## src/hw/ssp_pkg.sv

```systemverilog
// package for the synchronous serial port core: sizes, levels, carriers
// assumes one system clock; configuration is held steady by software
package ssp_pkg;

  // ==========================================================================
  // sizes and levels
  localparam int unsigned DATA_W       = 16;
  localparam int unsigned FIFO_DEPTH   = 8;
  localparam logic [3:0]  DEPTH_CNT    = 4'h8;
  localparam logic [3:0]  TX_IRQ_LEVEL = 4'h4;
  localparam logic [3:0]  RX_IRQ_LEVEL = 4'h4;
  localparam logic [3:0]  DMA_TX_FREE  = 4'h4;
  localparam logic [3:0]  DMA_RX_FILL  = 4'h4;
  localparam logic [5:0]  IDLE_BITS    = 6'h20;
  localparam logic [3:0]  MIN_SIZE     = 4'h3;
  localparam logic [3:0]  MAX_SIZE     = 4'hf;
  localparam logic [7:0]  MIN_PRESCALE = 8'h02;

  // ==========================================================================
  // source bit positions
  localparam int unsigned IRQ_TX  = 3;
  localparam int unsigned IRQ_RX  = 2;
  localparam int unsigned IRQ_RT  = 1;
  localparam int unsigned IRQ_ROR = 0;

  // ==========================================================================
  // carriers
  typedef struct packed {
    logic       port_enable_bit;
    logic       master;
    logic [3:0] data_size;                 // frame bits minus one
    logic [7:0] prescale;
    logic [7:0] serial_clock_rate_field;
  } port_cfg_s;

  typedef struct packed {
    logic serial_bit_clock;
    logic frame_select;
    logic serial_data_out;
    logic serial_data_out_en;
  } link_out_s;

  typedef enum logic [1:0] {ST_IDLE, ST_SYNC, ST_DATA, ST_TAIL} link_state_e;

  typedef struct packed {
    logic [FIFO_DEPTH-1:0][DATA_W-1:0] mem;
    logic [2:0]                        wr;
    logic [2:0]                        rd;
    logic [3:0]                        count;
    logic [DATA_W-1:0]                 head;
  } fifo_state_s;

endpackage : ssp_pkg

```

## src/hw/ssp_fifo.sv

```systemverilog
// eight entry, sixteen bit queue with registered head word and count
// assumes push and pop are one-cycle strobes in the system clock domain
`timescale 1ns/100ps
module ssp_fifo import ssp_pkg::*; (
  input  wire logic              i_sys_clk,
  input  wire logic              i_rst,
  input  wire logic              i_push,
  input  wire logic [DATA_W-1:0] i_push_data,
  input  wire logic              i_pop,
  output logic      [3:0]        o_count,
  output logic      [DATA_W-1:0] o_head
);

  fifo_state_s st;
  fifo_state_s next_st;
  logic        do_pop;
  logic        do_push;

  // ==========================================================================
  // next state
  always_comb begin
    next_st = st;
    do_pop  = i_pop && (st.count != 4'h0);
    // a push into a full queue fits only when a pop frees a slot this cycle
    do_push = i_push && ((st.count != DEPTH_CNT) || do_pop);
    if (do_push) begin
      next_st.mem[st.wr] = i_push_data;
      next_st.wr         = st.wr + 3'h1;
    end
    if (do_pop) begin
      next_st.rd = st.rd + 3'h1;
    end
    next_st.count = st.count + {3'h0, do_push} - {3'h0, do_pop};
    next_st.head  = next_st.mem[next_st.rd];
  end

  always_ff @(posedge i_sys_clk or posedge i_rst) begin
    if (i_rst) begin
      st <= '0;
    end else begin
      st <= next_st;
    end
  end

  assign o_count = st.count;
  assign o_head  = st.head;

endmodule : ssp_fifo

```

## src/hw/sync_serial_port.sv

```systemverilog
// synchronous serial port core: pulsed-sync framing, level and event
// sources with masking, DMA request handshake
// assumes all inputs synchronous to i_sys_clk; configuration static while on
`timescale 1ns/100ps
module sync_serial_port import ssp_pkg::*; (
  input  wire logic              i_sys_clk,
  input  wire logic              i_rst,
  input  wire port_cfg_s         i_cfg,
  input  wire logic [3:0]        i_irq_mask,
  input  wire logic              i_overrun_clear_bit,
  input  wire logic              i_timeout_clear_bit,
  input  wire logic              i_tx_dma_enable,
  input  wire logic              i_rx_dma_enable,
  input  wire logic              i_tx_dma_clear,
  input  wire logic              i_rx_dma_clear,
  input  wire logic              i_tx_write,
  input  wire logic [DATA_W-1:0] i_tx_data,
  input  wire logic              i_rx_read,
  input  wire logic              i_serial_clock_in,
  input  wire logic              i_frame_select_in,
  input  wire logic              i_serial_data_in,
  output logic      [DATA_W-1:0] o_rx_data,
  output logic      [3:0]        o_rx_count,
  output logic      [3:0]        o_tx_count,
  output logic      [3:0]        o_irq_raw,
  output logic                   o_combined_port_irq,
  output logic                   o_tx_dma_request,
  output logic                   o_rx_dma_request,
  output link_out_s              o_link
);

  typedef struct packed {
    link_state_e       state;
    logic              sclk;
    logic              sclk_in_prev;
    logic              armed;
    link_out_s         pins;
    logic [DATA_W-1:0] tx_shift;
    logic [DATA_W-1:0] rx_shift;
    logic [4:0]        bits_left;
    logic              last;
    logic [15:0]       half_cnt;
    logic [16:0]       bit_cnt;
    logic [5:0]        idle_bits;
    logic              rt;
    logic              ror;
    logic              tx_req;
    logic              rx_req;
    logic [3:0]        irq_raw;
    logic              irq_out;
  } core_state_s;

  core_state_s       st;
  core_state_s       next_st;
  logic [3:0]        tx_count;
  logic [3:0]        rx_count;
  logic [DATA_W-1:0] tx_head;
  logic              pop_tx;
  logic              push_rx;
  logic              push_try;
  logic              rise;
  logic              fall;
  logic              bit_tick;
  logic [15:0]       half;

  // ==========================================================================
  // helpers
  function automatic logic [15:0] half_period(input port_cfg_s c);
    logic [7:0] p;
    p = (c.prescale < MIN_PRESCALE) ? MIN_PRESCALE : c.prescale;
    // odd prescale values lose their low bit, as the divider cannot use it
    return {9'h0, p[7:1]} * ({8'h0, c.serial_clock_rate_field} + 16'h1);
  endfunction : half_period

  function automatic logic [3:0] eff_size(input logic [3:0] s);
    return (s < MIN_SIZE) ? MIN_SIZE : s;
  endfunction : eff_size

  // ==========================================================================
  // queues
  ssp_fifo u_tx_fifo (
    .i_sys_clk   (i_sys_clk),
    .i_rst       (i_rst),
    .i_push      (i_tx_write),
    .i_push_data (i_tx_data),
    .i_pop       (pop_tx),
    .o_count     (tx_count),
    .o_head      (tx_head)
  );

  ssp_fifo u_rx_fifo (
    .i_sys_clk   (i_sys_clk),
    .i_rst       (i_rst),
    .i_push      (push_rx),
    .i_push_data (st.rx_shift),
    .i_pop       (i_rx_read),
    .o_count     (rx_count),
    .o_head      (o_rx_data)
  );

  // ==========================================================================
  // next state
  always_comb begin
    next_st  = st;
    pop_tx   = 1'b0;
    push_rx  = 1'b0;
    push_try = 1'b0;
    half     = half_period(i_cfg);
    bit_tick = (st.bit_cnt >= {half, 1'b0} - 17'h1);
    rise     = 1'b0;
    fall     = 1'b0;
    next_st.sclk_in_prev = i_serial_clock_in;
    next_st.bit_cnt      = bit_tick ? 17'h0 : st.bit_cnt + 17'h1;

    // edge source: own divider as master, sampled pin as slave
    if (i_cfg.master) begin
      if (st.state != ST_IDLE) begin
        if (st.half_cnt == half - 16'h1) begin
          next_st.half_cnt = 16'h0;
          next_st.sclk     = ~st.sclk;
          rise             = ~st.sclk;
          fall             = st.sclk;
        end else begin
          next_st.half_cnt = st.half_cnt + 16'h1;
        end
      end
    end else begin
      rise = i_serial_clock_in & ~st.sclk_in_prev;
      fall = ~i_serial_clock_in & st.sclk_in_prev;
    end

    case (st.state)
      ST_IDLE: begin
        next_st.sclk     = 1'b0;
        next_st.half_cnt = 16'h0;
        if (i_cfg.port_enable_bit) begin
          if (i_cfg.master && tx_count != 4'h0) begin
            next_st.state = ST_SYNC;
            next_st.armed = 1'b0;
          end else if (!i_cfg.master && fall && i_frame_select_in) begin
            next_st.state = ST_SYNC;
            next_st.armed = 1'b1;
          end
        end
      end
      ST_SYNC: begin
        if (rise) begin
          if (!st.armed) begin
            next_st.armed             = 1'b1;
            next_st.pins.frame_select = i_cfg.master;
          end else begin
            next_st.armed             = 1'b0;
            next_st.pins.frame_select = 1'b0;
            // word enters the shifter once the sync pulse is over
            next_st.tx_shift  = tx_head <<
              (MAX_SIZE - eff_size(i_cfg.data_size));
            pop_tx            = 1'b1;
            next_st.rx_shift  = '0;
            next_st.bits_left = {1'b0, eff_size(i_cfg.data_size)} + 5'h1;
            next_st.last      = 1'b0;
            next_st.pins.serial_data_out_en = 1'b1;
            next_st.state     = ST_DATA;
            if (rx_count != DEPTH_CNT) begin
              next_st.rt        = 1'b0;
              next_st.idle_bits = 6'h0;
            end
          end
        end
      end
      ST_DATA: begin
        if (fall) begin
          next_st.rx_shift  = {st.rx_shift[DATA_W-2:0],
                               i_serial_data_in};
          next_st.bits_left = st.bits_left - 5'h1;
          next_st.last      = (st.bits_left == 5'h1);
        end else if (rise) begin
          if (st.last) begin
            push_try = 1'b1;
            if (i_cfg.master && tx_count != 4'h0) begin
              next_st.pins.frame_select = 1'b1;
              next_st.armed             = 1'b1;
              next_st.state             = ST_SYNC;
            end else if (i_cfg.master) begin
              next_st.state = ST_TAIL;
            end else begin
              next_st.state = ST_IDLE;
              next_st.pins.serial_data_out_en = 1'b0;
            end
          end else begin
            next_st.tx_shift = {st.tx_shift[DATA_W-2:0], 1'b0};
          end
        end
      end
      ST_TAIL: begin
        // let the clock fall before going quiet so no runt pulse escapes
        if (fall) begin
          next_st.state = ST_IDLE;
          next_st.pins.serial_data_out_en = 1'b0;
        end
      end
      default: begin
        next_st.state = ST_IDLE;
      end
    endcase

    // overrun: full queue with no read in the same cycle drops the word
    if (push_try) begin
      if (st.ror || (rx_count == DEPTH_CNT && !i_rx_read)) begin
        next_st.ror = (rx_count == DEPTH_CNT && !i_rx_read) || st.ror;
      end else begin
        push_rx = 1'b1;
      end
    end
    if (i_overrun_clear_bit && !(push_try && rx_count == DEPTH_CNT
                                 && !i_rx_read)) begin
      next_st.ror = 1'b0;
    end

    if (!i_cfg.port_enable_bit) begin
      next_st.state = ST_IDLE;
      next_st.armed = 1'b0;
      next_st.sclk  = 1'b0;
      next_st.pins.frame_select       = 1'b0;
      next_st.pins.serial_data_out_en = 1'b0;
    end

    // idle time-out; the clear loses against a set in the same cycle
    if (rx_count == 4'h0 || (st.state == ST_DATA && fall)) begin
      next_st.idle_bits = 6'h0;
    end else if (bit_tick && next_st.idle_bits == IDLE_BITS - 6'h1) begin
      next_st.idle_bits = IDLE_BITS;
    end else if (i_timeout_clear_bit) begin
      next_st.idle_bits = 6'h0;
    end else if (bit_tick && next_st.idle_bits != IDLE_BITS) begin
      // count from the frame start value so its restart is not lost
      next_st.idle_bits = next_st.idle_bits + 6'h1;
    end
    // clear works even with an empty queue
    if (i_timeout_clear_bit) begin
      next_st.rt = 1'b0;
    end
    if (next_st.idle_bits == IDLE_BITS) begin
      next_st.rt = 1'b1;
    end

    next_st.pins.serial_bit_clock = i_cfg.master & next_st.sclk;
    next_st.pins.serial_data_out  = next_st.tx_shift[DATA_W-1];

    next_st.irq_raw[IRQ_TX]  = (tx_count <= TX_IRQ_LEVEL)
                               || !i_cfg.port_enable_bit;
    next_st.irq_raw[IRQ_RX]  = (rx_count >= RX_IRQ_LEVEL);
    next_st.irq_raw[IRQ_RT]  = next_st.rt;
    next_st.irq_raw[IRQ_ROR] = next_st.ror;
    next_st.irq_out = |(next_st.irq_raw & i_irq_mask);

    // requests hold until cleared; off while port or its enable is off
    if (!i_cfg.port_enable_bit || !i_rx_dma_enable || i_rx_dma_clear) begin
      next_st.rx_req = 1'b0;
    end else if (rx_count >= DMA_RX_FILL) begin
      next_st.rx_req = 1'b1;
    end
    if (!i_cfg.port_enable_bit || !i_tx_dma_enable || i_tx_dma_clear) begin
      next_st.tx_req = 1'b0;
    end else if (DEPTH_CNT - tx_count >= DMA_TX_FREE) begin
      next_st.tx_req = 1'b1;
    end
  end

  always_ff @(posedge i_sys_clk or posedge i_rst) begin
    if (i_rst) begin
      st       <= '0;
      st.state <= ST_IDLE;
    end else begin
      st <= next_st;
    end
  end

  assign o_rx_count          = rx_count;
  assign o_tx_count          = tx_count;
  assign o_irq_raw           = st.irq_raw;
  assign o_combined_port_irq = st.irq_out;
  assign o_tx_dma_request    = st.tx_req;
  assign o_rx_dma_request    = st.rx_req;
  assign o_link              = st.pins;
endmodule : sync_serial_port

```

## config.mk

```make
export PLATFORM = sky130hd
export DESIGN_NAME = sync_serial_port
export DESIGN_NICKNAME = d
export VERILOG_FILES = /design/src/hw/ssp_pkg.sv /design/src/hw/ssp_fifo.sv /design/src/hw/sync_serial_port.sv
export SDC_FILE = /design/constraint.sdc
export NUM_CORES = 1
export LEC_CHECK = 0
export ABC_AREA = 0
export BUFFER_PORTS_ARGS = -buffer_cell sky130_fd_sc_hd__buf_4
export CAP_MARGIN = 10
export CORE_ASPECT_RATIO = 0.6
export CORE_UTILIZATION = 35
export CTS_CLUSTER_DIAMETER = 120
export DETAILED_ROUTE_END_ITERATION = 12
export GPL_TIMING_DRIVEN = 0
export HOLD_SLACK_MARGIN = 0.06
export PLACE_DENSITY = 0.56
export RECOVER_POWER = 100
export SYNTH_ARGS = -nofsm -noshare
export SYNTH_HDL_FRONTEND = slang
export SYNTH_SLANG_ARGS = --single-unit
```

## constraint.sdc

```tcl
create_clock -name i_sys_clk -period 17.6 [get_ports i_sys_clk]
set_input_delay 1.76 -clock i_sys_clk [delete_from_list [all_inputs] [get_ports i_sys_clk]]
set_output_delay 1.76 -clock i_sys_clk [all_outputs]
set_load 0.1 [all_outputs]
```

==> results.yml <==
pwr:
  ir_drop_mv: 0.0814
  power.internal_uw: 2370
  clkPwrFrac: 0.247
  seq_power_share: 0.328
  powerDensity_mw_per_mm2: 153
  power_frac_comb: 0.425
  sw_frac_of_total: 0.380
  p_switching_uw: 1450
  leakagePower_uw: 0.0117
final_layout:
  layout-drive-gt1-share: 0.193
  fin_nets: 2155
  area_growth_pct: 13.1
  final_cells: 2838
hold_path:
  worstHoldStart: "u_tx_fifo.st[130]"
  hp-class: "reg -> reg"
routing:
  drcViolationCount: 0
  drtIter0Drc: 1015
  viasPerCell: 5.18
  final_antenna_net_count: 0
  vias: 14700
  firstDrtPassIters: 5
  drt-total-wl_um: 53000
  wl_per_cell_um: 18.7
timing:
  finalClockSkew_ns: 0.0269
  fin_crit_ns: 14.55
  maxSlewViolCount: 171
  holdWs_ns: 0.476
  slew_headroom: -3.06
  post-route-period-util: 0.827
  hold_violations: 0
  max_freq_mhz: 68.7
  setup_viol: 0
  rsz0062_at_grt: "false"
  tns_ns: 0
  worstMarginPinSlew_ns: 6.09
grt:
  grt_pass1_wl_um: 86800
  antenna_found_initial: 2
  track_usage: 0.170
  grt_start_max_net_pins: 122
  grt_pass1_vias: 15100
  grt.overflow.total: 0
die:
  core_area_mm2: 0.0617
  die_w_um: 326
  io_pins: 90
  num_rows: 70
  die-area_mm2: 0.0642
  start_util: 0.358
  fp.dieH_um: 197
logic_synthesis:
  synth_cells: 1855
  synth_top_cell_by_area: "dfrtp_1"
  synthTopCellsByCount: "dfrtp_1, mux2_2, nand2_1, inv_1, nor2_1"
  synth-seq-area-share: 0.453
  synth.most_common_cell: "dfrtp_1"
  syn-num-nets: 2030
  ys_async_sr_fraction: 1.00
  postSynthAreaPerCell_um2: 11.9
  synth_top_area_share: 0.453
  synth.ff_latch_count: 400
  synthFlopType: "dfrtp_1"
  yosys_warnings: 0
  synth-edff-count: 0
  synth_area_mm2: 0.0221
  post_synth_num_cell_types: 86
  ys_top_cells_by_area: "dfrtp_1, mux2_2, mux4_2, ha_1, fa_1"
cts:
  cts_setup_buffers: 0
  h-tree-depth: 2
  root_buffer: "clkbuf_16"
  cts_buffer_depth: 3
  path_clk_slew_ns: 0.06
  worstSkewPairLatency_ns: 0.56
  cts_resized: 0
  cts_hold_buf: 0
  cts_tree: "yes"
  numClockSinks: 400
  cts-buffers-inserted: 40
place:
  gp_congestion: 0.861
  placed_cells: 2766
  portBuffers: 79
  dp_hpwl_um: 38400
status:
  violations: "capacitance limit, slew limit"
  status: "complete, but fails checks"
worst_setup_path:
  endpoint_kind: "register"
  startpoint: "i_cfg[0]"
  critical_path_class: "in -> reg"
  startpoint_type: "input pin"
  required_ns: 17.99
  cp.arrival_ns: 14.94
  path_max_fanout: 10
  slowest_stage: "nor4b_1"
  critPathMaxStageDelay_ns: 1.63
  crit_top_cell: "fa_1"
  r2r_start: "st[41]"
flow_run:
  drv_cap: 3
[routing by layer]
metal | track usage | wire (um) | vias up
met3 | 0.0342 | 2880 | 64
li1 | - | - | 6771
met4 | 0.0277 | 687 | 2
met2 | 0.240 | 21700 | 320
met1 | 0.268 | 27700 | 7546
met5 | 0 | 12 | -
[registers in the layout, summed over array words and instances, names as in the netlist]
signal / flops
o_irq_raw: 4
u_rx_fifo.o_head: 16
o_rx_dma_request: 1
st: 82
u_tx_fifo.o_head: 16
u_rx_fifo.st: 134
o_combined_port_irq: 1
u_tx_fifo.st: 134
u_tx_fifo.o_count: 4
u_rx_fifo.o_count: 4
o_tx_dma_request: 1
o_link: 3
[final timing paths]
kind,slack (ns),cells past startpoint,end
worst min register to register,0.48,1,u_tx_fifo.st[130]
max in group asynchronous,9.20,3,u_rx_fifo.st[146]
worst max-delay path,3.05,34,u_tx_fifo.o_head[10]
worst max register to register,9.66,18,u_tx_fifo.o_head[10]
worst min-delay path,0.48,1,u_tx_fifo.st[130]
min in group asynchronous,1.79,2,u_tx_fifo.st[98]
[cell type report]
cell class,instances,area [um^2]
Antenna cell,1,2.50
Buffer,129,636
Clock buffer,56,1200
Clock inverter,15,253
Fill cell,5949,36700
Inverter,97,365
Multi-Input combinational cell,1229,11000
Sequential cell,400,10000
Tap cell,828,1040
Timing Repair Buffer,83,509
[critical path: cells and delay by family]
kind            cells  cell delay [ns]
simple gates       11             4.18
fa+ha+maj           6             2.59
compound gates      5             2.53
xor+xnor            3             1.38
buf+inv             6             1.28
mux                 3             1.20
[cells by family after synthesis]
group	after synthesis	share of synthesized area
buffers and inverters	226	0.0460
and+or+nand+nor	450	0.0985
xor gates and xnor gates	87	0.0374
DFF	400	0.453
muxes	384	0.227
AOI/OAI and AO/OA	188	0.0582
adders and majority gates	120	0.0802
[power by group through the flow]
stage / Clock, uW / Combinational, uW / Sequential [uW]
2_1_floorplan: 0 / 1270 / 1240
3_3_place_gp: 0 / 1630 / 1260
3_5_place_dp: 0 / 1680 / 1270
4_1_cts: 969 / 1690 / 1250
5_1_grt: 1010 / 1780 / 1280
6_report: 941 / 1620 / 1250
[per-stage QoR]
step | power [uW] | utilization | cell area, um^2 | setup WS [ns]
global placement | 2890 | 0.385 | 23700 | 0.298
floorplan | 2520 | - | 22100 | 4.72
detailed placement | 2950 | 0.386 | 23800 | 4.62
CTS | 3910 | 0.410 | 25300 | 5.19
finish | 3820 | 0.405 | 25000 | 3.05
global route | 4070 | 0.405 | 25000 | 2.26
[cells in the final DEF (no fill, tap or decap), types with 22 or more instances in the layout]
| cell | netlist | final |
|---|---|---|
| clkbuf_1 | 56 | 112 |
| dfrtp_1 | 400 | 400 |
| mux4_2 | 64 | 64 |
| nand3_1 | 48 | 48 |
| xnor2_1 | 42 | 43 |
| inv_1 | 92 | 91 |
| fa_1 | 36 | 36 |
| mux2_1 | 0 | 165 |
| nand2_1 | 172 | 172 |
| mux2_2 | 292 | 127 |
| o21ai_0 | 44 | 46 |
| ha_1 | 84 | 84 |
| clkbuf_16 | 0 | 40 |
| a21oi_1 | 45 | 46 |
| buf_4 | 32 | 71 |
| nor2_1 | 86 | 86 |
| mux2i_1 | 28 | 28 |
| nor3_1 | 21 | 22 |
| xor2_1 | 39 | 39 |
No activity file was read; power rests on OpenSTA's default activity.
